==> src/hw/fdc_regs_defs.vh <==
// Constants for the floppy rate, precompensation and status register block.
`ifndef FDC_REGS_DEFS_VH
`define FDC_REGS_DEFS_VH

// Register indices; the byte address on APB is four times the index.
`define IDX_DRIVE_OUTPUT 12'h3f2
`define IDX_TAPE_MEDIA 12'h3f3
`define IDX_RATE_STATUS 12'h3f4
`define IDX_RATE_CONFIG 12'h3f7
`define IDX_DRIVE_OPTION 12'h3e0
`define IDX_DRIVE_TYPE 12'h3e1
`define IDX_FDC_MODE 12'h3e2
`define IDX_BLOCK_STATE 12'h3e3

// Reset values.
`define RATE_SELECT_RESET 8'h02
`define DRIVE_OUTPUT_RESET 8'h00
`define RATE_CONFIG_RESET 2'h2

// Rate select, drive output and drive option register fields.
`define RS_RESET_BIT 7
`define RS_LOW_POWER_BIT 6
`define RS_SHIFT_HI 4
`define RS_SHIFT_LO 2
`define DOC_RESET_N_BIT 2
`define OPT_BOOT_HI 7
`define OPT_BOOT_LO 6
`define OPT_INV1_BIT 5
`define OPT_INV0_BIT 4

// Floppy modes held in the mode register.
`define MODE_NORMAL 2'h0
`define MODE_ENH1 2'h1
`define MODE_ENH2 2'h2

// Data rate selections and resulting rate codes.
`define SEL_500K 2'h0
`define SEL_300K 2'h1
`define SEL_250K 2'h2
`define SEL_1M 2'h3
`define RATE_250K 3'h0
`define RATE_300K 3'h1
`define RATE_500K 3'h2
`define RATE_1M 3'h3
`define RATE_2M 3'h4
`define DRT_STANDARD 2'h0
`define DRT_THREE_MODE 2'h1
`define DRT_TAPE 2'h2

// Write shift delays in units of 10 ps.
`define SHIFT_CODE_DEFAULT 3'h0
`define SHIFT_CODE_NONE 3'h7
`define SHIFT_STEP_LOW 16'd4167
`define SHIFT_DEF_2M 16'd2080
`define SHIFT_DEF_1M 16'd4167
`define SHIFT_DEF_SLOW 16'd12500

// Timing.
`define CLK_PERIOD_NS 20
`define SOFT_RESET_NS 100

`endif

==> src/hw/fdc_rate_write_shift_select_status_regs.v <==
// Floppy controller rate, precompensation, tape/media and main status registers.
// Notes on behaviour
// - Mode two media bits ignore every reset.
// - Bit 7 is media input one, optionally inverted.
// - Bit 6 is media input zero, optionally inverted.
// - Bits 5:4 pick drive type pair by drive.
// - Bits 3:2 mirror boot drive option bits.
// - Tape unit select stays read/write.
// - Hardware reset loads 02h; soft reset keeps.
// - Last of rate select or config wins.
// - Shift code sets write shift, halved at 2M.
// - Precompensation start track defaults to zero.
// - Default shift depends on data rate.
// - Low power until soft reset or access.
// - Bit 7 gives self-clearing controller reset.
// - Rate bits decode to rate and density.
// - Drive type maps rate onto density pins.
// - Status readable at any time, no wait.
// - Status holds request, direction, flags, seeks.
// - Request bit set only when transfer allowed.
// - Direction one asks host to read.
//
// Register access over APB was left to the implementer.
`timescale 1ns/1ps
`default_nettype none
`include "fdc_regs_defs.vh"

module fdc_rate_write_shift_select_status_regs (
    // Clock and reset
    input wire pclk,
    input wire presetn,
    // APB slave
    input wire psel,
    input wire penable,
    input wire pwrite,
    input wire [13:0] paddr,
    input wire [31:0] pwdata,
    input wire [3:0] pstrb,
    output reg [31:0] prdata,
    output reg pready,
    output reg pslverr,
    // Media sense pins
    input wire [1:0] media_sense_input,
    // Command engine status
    input wire host_transfer_request,
    input wire transfer_direction,
    input wire polled_execution_flag,
    input wire command_in_progress,
    input wire [3:0] drive_seek_active,
    input wire data_reg_access,
    input wire write_shift_select_track_load,
    input wire [7:0] write_shift_select_track_value,
    // Controller control
    output reg controller_soft_reset,
    output reg clocks_stopped,
    output reg [7:0] write_shift_select_start_track,
    // Drive interface
    output reg [1:0] density_pins,
    output reg density_select,
    output reg [1:0] rate_out_bit,
    output reg [2:0] data_rate_code,
    output reg [15:0] write_shift_10ps,
    output reg [1:0] drive_select
);

    localparam integer SOFT_RESET_CYCLES =
        (`SOFT_RESET_NS + `CLK_PERIOD_NS - 1) / `CLK_PERIOD_NS;
    localparam [2:0] SOFT_RESET_CYC = SOFT_RESET_CYCLES[2:0];
    localparam [7:0] RATE_SELECT_INIT = `RATE_SELECT_RESET;

    // Software state.
    reg [2:0] shift_code_q;
    reg [1:0] rate_sel_q;
    reg [1:0] tape_sel_q;
    reg [7:0] drive_output_q;
    reg [7:0] drive_option_q;
    reg [7:0] drive_type_q;
    reg [1:0] fdc_mode_q;
    reg [1:0] drive_rate_table_q;
    reg no_write_shift_select_q;
    reg low_power_q;
    reg [2:0] reset_cnt_q;

    // Media sense synchronisers, deliberately without reset.
    reg [1:0] media_s1_q;
    reg [1:0] media_s2_q;
    reg [1:0] media_s3_q;
    reg [1:0] media_q;

    // Bus decode.
    wire [11:0] idx = paddr[13:2];
    wire aligned = (paddr[1:0] == 2'h0);
    wire access_done = psel & penable & pready;
    wire wr_en = access_done & pwrite & pstrb[0] & aligned & ~pslverr;
    wire rd_en = access_done & ~pwrite & aligned & ~pslverr;
    wire [7:0] wb = pwdata[7:0];

    wire wr_rate = wr_en & (idx == `IDX_RATE_STATUS);
    wire wr_config = wr_en & (idx == `IDX_RATE_CONFIG);
    wire wr_doc = wr_en & (idx == `IDX_DRIVE_OUTPUT);
    wire rd_status = rd_en & (idx == `IDX_RATE_STATUS);

    // The synchroniser output changes only when its last two stages agree.
    always @(posedge pclk) begin
        media_s1_q <= media_sense_input;
        media_s2_q <= media_s1_q;
        media_s3_q <= media_s2_q;
        if (media_s2_q[0] == media_s3_q[0]) begin
            media_q[0] <= media_s3_q[0];
        end
        if (media_s2_q[1] == media_s3_q[1]) begin
            media_q[1] <= media_s3_q[1];
        end
    end

    // Tape/media/boot register image.
    reg [1:0] type_pair;
    reg [7:0] tape_image;
    always @* begin
        case (drive_output_q[1:0])
            2'h0: type_pair = drive_type_q[1:0];
            2'h1: type_pair = drive_type_q[3:2];
            2'h2: type_pair = drive_type_q[5:4];
            default: type_pair = drive_type_q[7:6];
        endcase
        tape_image = {6'h00, tape_sel_q};
        if (fdc_mode_q == `MODE_ENH2) begin
            tape_image[7] = media_q[1] ^ drive_option_q[`OPT_INV1_BIT];
            tape_image[6] = media_q[0] ^ drive_option_q[`OPT_INV0_BIT];
            tape_image[5:4] = type_pair;
            tape_image[3] = drive_option_q[`OPT_BOOT_HI];
            tape_image[2] = drive_option_q[`OPT_BOOT_LO];
        end
    end

    wire [7:0] status_image = {host_transfer_request,
                               transfer_direction,
                               polled_execution_flag,
                               command_in_progress,
                               drive_seek_active};

    // Rate decode to rate code and density select.
    reg [2:0] rate_d;
    reg density_select_d;
    always @* begin
        case (rate_sel_q)
            `SEL_1M: begin
                rate_d = `RATE_1M;
                density_select_d = 1'b1;
            end
            `SEL_500K: begin
                rate_d = `RATE_500K;
                density_select_d = 1'b1;
            end
            `SEL_250K: begin
                rate_d = `RATE_250K;
                density_select_d = 1'b0;
            end
            default: begin
                density_select_d = 1'b0;
                case (drive_rate_table_q)
                    `DRT_THREE_MODE: rate_d = `RATE_500K;
                    `DRT_TAPE: rate_d = `RATE_2M;
                    default: rate_d = `RATE_300K;
                endcase
            end
        endcase
    end

    // Drive type pair steers what reaches the density pins.
    reg [1:0] pins_d;
    always @* begin
        case (type_pair)
            2'h0: pins_d = {rate_sel_q[0], density_select_d};
            2'h2: pins_d = {rate_sel_q[0], rate_sel_q[1]};
            2'h1: pins_d = {rate_sel_q[0], ~density_select_d};
            default: pins_d = {rate_sel_q[1], rate_sel_q[0]};
        endcase
    end

    wire [15:0] shift_d;
    write_shift_lookup u_shift (
        .shift_code(shift_code_q),
        .rate_code(rate_d),
        .shift_10ps(shift_d)
    );

    wire [31:0] state_image = {18'h00000, no_write_shift_select_q, shift_code_q, rate_sel_q,
                               density_select_d, pins_d, rate_d,
                               controller_soft_reset, low_power_q};

    // Read mux and address check.
    reg [31:0] rdata_d;
    reg err_d;
    always @* begin
        rdata_d = 32'h00000000;
        err_d = ~aligned;
        case (idx)
            `IDX_DRIVE_OUTPUT: rdata_d = {24'h000000, drive_output_q};
            `IDX_TAPE_MEDIA: rdata_d = {24'h000000, tape_image};
            // Reads here never touch the rate and shift bits, but they do end low power.
            `IDX_RATE_STATUS: rdata_d = {24'h000000, status_image};
            `IDX_RATE_CONFIG: err_d = ~aligned | ~pwrite;
            `IDX_DRIVE_OPTION: rdata_d = {24'h000000, drive_option_q};
            `IDX_DRIVE_TYPE: rdata_d = {24'h000000, drive_type_q};
            `IDX_FDC_MODE: rdata_d = {28'h0000000, drive_rate_table_q, fdc_mode_q};
            `IDX_BLOCK_STATE: begin
                rdata_d = state_image;
                err_d = ~aligned | pwrite;
            end
            default: err_d = 1'b1;
        endcase
        if (pwrite) begin
            rdata_d = 32'h00000000;
        end
    end

    // One wait-free access phase: ready is raised in the cycle after setup.
    always @(posedge pclk or negedge presetn) begin
        if (!presetn) begin
            pready <= 1'b0;
            pslverr <= 1'b0;
            prdata <= 32'h00000000;
        end else begin
            pready <= psel & ~penable;
            pslverr <= psel & ~penable & err_d;
            if (psel & ~penable) begin
                prdata <= rdata_d;
            end else begin
                prdata <= 32'h00000000;
            end
        end
    end

    // Rate select, rate config and software registers.
    always @(posedge pclk or negedge presetn) begin
        if (!presetn) begin
            rate_sel_q <= RATE_SELECT_INIT[1:0];
            shift_code_q <= RATE_SELECT_INIT[`RS_SHIFT_HI:`RS_SHIFT_LO];
            no_write_shift_select_q <= 1'b0;
            tape_sel_q <= 2'h0;
            drive_output_q <= `DRIVE_OUTPUT_RESET;
            drive_option_q <= 8'h00;
            drive_type_q <= 8'h00;
            fdc_mode_q <= `MODE_NORMAL;
            drive_rate_table_q <= `DRT_STANDARD;
            write_shift_select_start_track <= 8'h00;
        end else begin
            // Soft resets leave all of these alone.
            if (wr_rate) begin
                // Bit 5 is undefined and is not stored.
                rate_sel_q <= wb[1:0];
                shift_code_q <= wb[`RS_SHIFT_HI:`RS_SHIFT_LO];
            end else if (wr_config) begin
                rate_sel_q <= wb[1:0];
                no_write_shift_select_q <= wb[2];
            end
            if (wr_en & (idx == `IDX_TAPE_MEDIA)) begin
                tape_sel_q <= wb[1:0];
            end
            if (wr_doc) begin
                drive_output_q <= wb;
            end
            if (wr_en & (idx == `IDX_DRIVE_OPTION)) begin
                drive_option_q <= wb;
            end
            if (wr_en & (idx == `IDX_DRIVE_TYPE)) begin
                drive_type_q <= wb;
            end
            if (wr_en & (idx == `IDX_FDC_MODE)) begin
                fdc_mode_q <= wb[1:0];
                drive_rate_table_q <= wb[3:2];
            end
            if (write_shift_select_track_load) begin
                write_shift_select_start_track <= write_shift_select_track_value;
            end
        end
    end

    // Self-clearing reset pulse and manual low power.
    wire soft_reset_start = wr_rate & wb[`RS_RESET_BIT];
    wire doc_reset_low = ~drive_output_q[`DOC_RESET_N_BIT];
    wire reset_next = doc_reset_low | soft_reset_start | (reset_cnt_q != 3'h0);
    wire wake = controller_soft_reset | rd_status | data_reg_access;

    always @(posedge pclk or negedge presetn) begin
        if (!presetn) begin
            reset_cnt_q <= 3'h0;
            low_power_q <= 1'b0;
            controller_soft_reset <= 1'b1;
            clocks_stopped <= 1'b0;
        end else begin
            if (soft_reset_start) begin
                reset_cnt_q <= SOFT_RESET_CYC;
            end else if (reset_cnt_q != 3'h0) begin
                reset_cnt_q <= reset_cnt_q - 3'h1;
            end
            controller_soft_reset <= reset_next;
            if (wr_rate & wb[`RS_LOW_POWER_BIT] & ~wb[`RS_RESET_BIT]) begin
                low_power_q <= 1'b1;
            end else if (wake | soft_reset_start) begin
                low_power_q <= 1'b0;
            end
            clocks_stopped <= low_power_q;
        end
    end

    // Registered drive interface outputs.
    always @(posedge pclk or negedge presetn) begin
        if (!presetn) begin
            density_pins <= 2'h0;
            density_select <= 1'b0;
            rate_out_bit <= 2'h2;
            data_rate_code <= `RATE_250K;
            write_shift_10ps <= `SHIFT_DEF_SLOW;
            drive_select <= 2'h0;
        end else begin
            density_pins <= pins_d;
            density_select <= density_select_d;
            rate_out_bit <= rate_sel_q;
            data_rate_code <= rate_d;
            write_shift_10ps <= shift_d;
            drive_select <= drive_output_q[1:0];
        end
    end

endmodule
`default_nettype wire

==> src/hw/write_shift_lookup.v <==
// Write data shift lookup from shift code and data rate.
`timescale 1ns/1ps
`default_nettype none
`include "fdc_regs_defs.vh"

module write_shift_lookup (
    // Selection
    input wire [2:0] shift_code,
    input wire [2:0] rate_code,
    // Shift in units of 10 ps
    output reg [15:0] shift_10ps
);

    reg [15:0] full;

    always @* begin
        full = 16'h0000;
        shift_10ps = 16'h0000;
        // Steps of 41.67 ns; the odd hundredths follow the printed values.
        case (shift_code)
            3'h1: full = `SHIFT_STEP_LOW;
            3'h2: full = 16'd8334;
            3'h3: full = 16'd12500;
            3'h4: full = 16'd16667;
            3'h5: full = 16'd20833;
            3'h6: full = 16'd25000;
            default: full = 16'h0000;
        endcase
        if (shift_code == `SHIFT_CODE_DEFAULT) begin
            if (rate_code == `RATE_2M) begin
                shift_10ps = `SHIFT_DEF_2M;
            end else if (rate_code == `RATE_1M) begin
                shift_10ps = `SHIFT_DEF_1M;
            end else begin
                shift_10ps = `SHIFT_DEF_SLOW;
            end
        end else if (rate_code == `RATE_2M) begin
            // Halving truncates to 10 ps, within the printed rounding.
            shift_10ps = {1'b0, full[15:1]};
        end else begin
            shift_10ps = full;
        end
    end

endmodule
`default_nettype wire

==> config.mk <==
export PLATFORM = sky130hd
export DESIGN_NAME = fdc_rate_write_shift_select_status_regs
export DESIGN_NICKNAME = d
export VERILOG_FILES = /design/src/hw/fdc_rate_write_shift_select_status_regs.v /design/src/hw/write_shift_lookup.v
export VERILOG_INCLUDE_DIRS = /design/src /design/src/hw
export SDC_FILE = /design/constraint.sdc
export NUM_CORES = 1
export LEC_CHECK = 0
export ABC_CLOCK_PERIOD_IN_PS = 2300
export BUFFER_PORTS_ARGS = -buffer_cell sky130_fd_sc_hd__buf_2
export CAP_MARGIN = 20
export CELL_PAD_IN_SITES_DETAIL_PLACEMENT = 2
export CELL_PAD_IN_SITES_GLOBAL_PLACEMENT = 2
export CORE_MARGIN = 4
export CORE_UTILIZATION = 32
export DETAILED_ROUTE_END_ITERATION = 16
export GPL_TIMING_DRIVEN = 0
export MAX_ROUTING_LAYER = met4
export PLACE_DENSITY = 0.86
export SLEW_MARGIN = 15
export SYNTH_ARGS = -nofsm -noshare
export SYNTH_HDL_FRONTEND = slang
export SYNTH_SLANG_ARGS = --single-unit
==> constraint.sdc <==
create_clock -name pclk -period 2.3 [get_ports pclk]
set_input_delay 0.46 -clock pclk [delete_from_list [all_inputs] [get_ports pclk]]
set_output_delay 0.46 -clock pclk [all_outputs]
set_load 0.005 [all_outputs]
==> results.yml <==
synthesis:
  netlist_area_um2: 4590
  synthArstFlopShare: 0.915
  ys_seq_area_frac: 0.510
  synth_top_area_cell: "dfrtp_1"
  yosysMostFrequentCell: "dfrtp_1"
  synth_edf_count: 2
  synth-warning-count: 0
  syn_area_per_cell_um2: 11.9
  yosys-top-cells-area: "dfrtp_1, mux2_2, mux2_4, buf_4, dfstp_2"
  synth_top_area_frac: 0.431
  ys_ff_latch: 94
  synth_commonest_cells: "dfrtp_1, nand2_1, mux2_2, buf_4, mux2_4"
  synthDistinctLibCells: 62
  synthCells: 385
  synthFlopType: "dfrtp_1"
clock_network:
  cts_max_level: 3
  clk_pin_slew_ns: 0.07
  cts-hold-fix-buffers: 0
  cts_root_buffer: "clkbuf_16"
  cts_made_buffers: 9
  cts_tree: "done"
  cts.sinks: 94
  clockBufferDepth: 2
  ctsResizeCount: 2
  clk_latency_ns: 0.35
  postCtsSetupBuffers: 0
detailed_routing:
  drc: 0
  routed_via_density: 5.04
  ant_nets: 0
  routedWlPerCell_um: 20.2
  num_vias: 3507
  wl_um: 14000
  dr.first_iter.drc_count: 200
  dr.pass1.iters: 4
critical_path:
  worstPathArrival_ns: 2.41
  r2r-start: "pslverr$_DFF_PN0_"
  cp.required_ns: 2.53
  crit_path_max_fanout: 8
  worstSetupPathType: "primary input to flop"
  crit_path_start: "paddr[12]"
  end_kind: "flop"
  worst_setup_path_start_kind: "primary input"
global_routing:
  grt_pass1_wl_um: 22200
  grt_pass1_vias: 4014
  gr-usage-all-layers: 0.182
  grt_antenna_before_repair: 0
  globalRouteOverflowTotal: 0
  grt_max_degree: 45
floorplanning:
  die_w_um: 128
  ios: 145
  die-height_um: 128
  core-area_um2: 14000
  rows: 43
  dieArea_um2: 16300
  initial_core_util: 0.328
power_and_ir_drop:
  p_leak_nw: 2.85
  p_clk_frac: 0.420
  powerDensity_nw_per_um2: 639
  finalPower_mw: 3.65
  ir_drop_v: 0.000276
  seqPwrFrac: 0.478
  power_frac_comb: 0.103
  swShare: 0.238
  power_switching_uw: 869
  internal_power_mw: 2.78
timing:
  holdWs_ns: 0.116
  rsz0062_at_grt: "false"
  final_max_slew_viol_count: 0
  post-route-period-util: 0.947
  finalSetupViolCount: 0
  skew_ns: 0.00873
  timing.slew.headroom: 0.374
  worstMarginPinSlew_ns: 0.930
  fmax_ghz: 0.459
  fin_crit_ns: 2.18
  hold_viol: 0
place:
  gp_congestion: 0.948
  hpwl_um: 10700
  portBuffers: 94
finish:
  nets: 593
  drive_gt1_frac: 0.409
  syn2layout_area_growth_pct: 24.5
  fillers: 1477
  antenna_cells: 0
  final_util: 0.408
worst_hold_path:
  min-delay-path-class: "primary input to asynchronous set/reset pin"
run_status:
  outcome: "finished clean"
job:
  cap_violations: 0
[kinds of logic after synthesis]
family                   Yosys count  share of synthesized area
flip-flops                        94                      0.510
AO/OA/AOI/OAI                     51                     0.0745
XOR/XNOR                           7                     0.0134
multiplexers                      63                      0.172
AND/OR/NAND/NOR                  114                      0.148
buffers and inverters             48                     0.0619
adder cells (fa/ha/maj)            7                     0.0191
other                              1                   0.000817
[cells in the final DEF (no fill, tap or decap), types with 5 or more instances in the layout]
cell type  count
buf_4         27
ha_1           7
conb_1        21
and2_1         7
mux2_2        28
clkbuf_1      10
mux2i_1       13
clkbuf_16      9
dfxtp_1        6
inv_1          8
a21oi_1       12
and3_1         6
nor2_1        19
dfstp_2        7
nand2_1       30
buf_2         98
xnor2_1        5
mux2_4        20
dfrtp_1       79
nand3_1        8
o21ai_0       12
nand2b_1       5
[layout make-up]
class                      count  area, um2  share of cell area
clock inverter                 3       42.5             0.00745
sequential                    94       2340               0.410
clock buffer                  13        260              0.0456
buffer                        40        254              0.0445
inverter                       8       30.0             0.00526
timing repair buffer          95        500              0.0876
multi-input combinational    263       2060               0.360
tap                          180        225              0.0394
[stage by stage]
| stage | cells | cell area [um2] | worst slack [ns] | TNS (ns) |
|---|---|---|---|---|
| 2_1_floorplan | 405 | 4660 | 0.360 | 0 |
| 3_3_place_gp | 679 | 5360 | -0.0887 | -0.902 |
| 3_5_place_dp | 680 | 5390 | -0.190 | -2.29 |
| 4_1_cts | 696 | 5700 | 0.0267 | 0 |
| 5_1_grt | 696 | 5710 | 0.0416 | 0 |
| 6_report | 696 | 5710 | 0.121 | 0 |
[critical path, stage by stage]
cell	delay (ns)
buf_2	0.09
and4bb_2	0.40
nand2_1	0.23
nor3b_1	0.65
a22oi_1	0.26
a41oi_1	0.31
[power by group through the flow]
| stage | logic, mW | registers, mW | clock network (mW) |
|---|---|---|---|
| 6_report | 0.376 | 1.74 | 1.53 |
| 2_1_floorplan | 0.205 | 1.77 | 0 |
| 3_5_place_dp | 0.379 | 1.78 | 0 |
| 4_1_cts | 0.381 | 1.75 | 1.57 |
| 5_1_grt | 0.416 | 1.75 | 1.66 |
| 3_3_place_gp | 0.334 | 1.77 | 0 |
[layer usage]
layer,share of wire,GRT usage,up-vias
met5,0,-,-
met3,0.043,0.0321,34
met4,0.048,0.107,0
li1,-,-,1581
met2,0.50,0.303,118
met1,0.41,0.206,1774
[path summary, 6_finish.rpt]
kind                                            endpoint  slack, ns  depth (start not counted)
setup / recovery                     prdata[4]$_DFF_PN0_       0.12                          6
hold / removal                 density_pins[1]$_DFF_PN0_       0.12                          1
setup reg to reg           drive_output_q[5]$_DFFE_PN0P_       0.13                          5
hold reg to reg                    media_s2_q[0]$_DFF_P_       0.33                          0
max in group asynchronous      drive_select[0]$_DFF_PN0_       1.57                          2
min in group pclk                  media_s1_q[1]$_DFF_P_       0.21                          1
[flip-flops by register name (all words and copies together), names as in the netlist, 3 cells and up]
name,count
prdata,14
write_shift_10ps,10
drive_option_q,8
drive_output_q,8
drive_type_q,8
write_shift_select_start_track,8
data_rate_code,3
reset_cnt_q,3
shift_code_q,3
No activity file was read; power rests on OpenSTA's default activity.
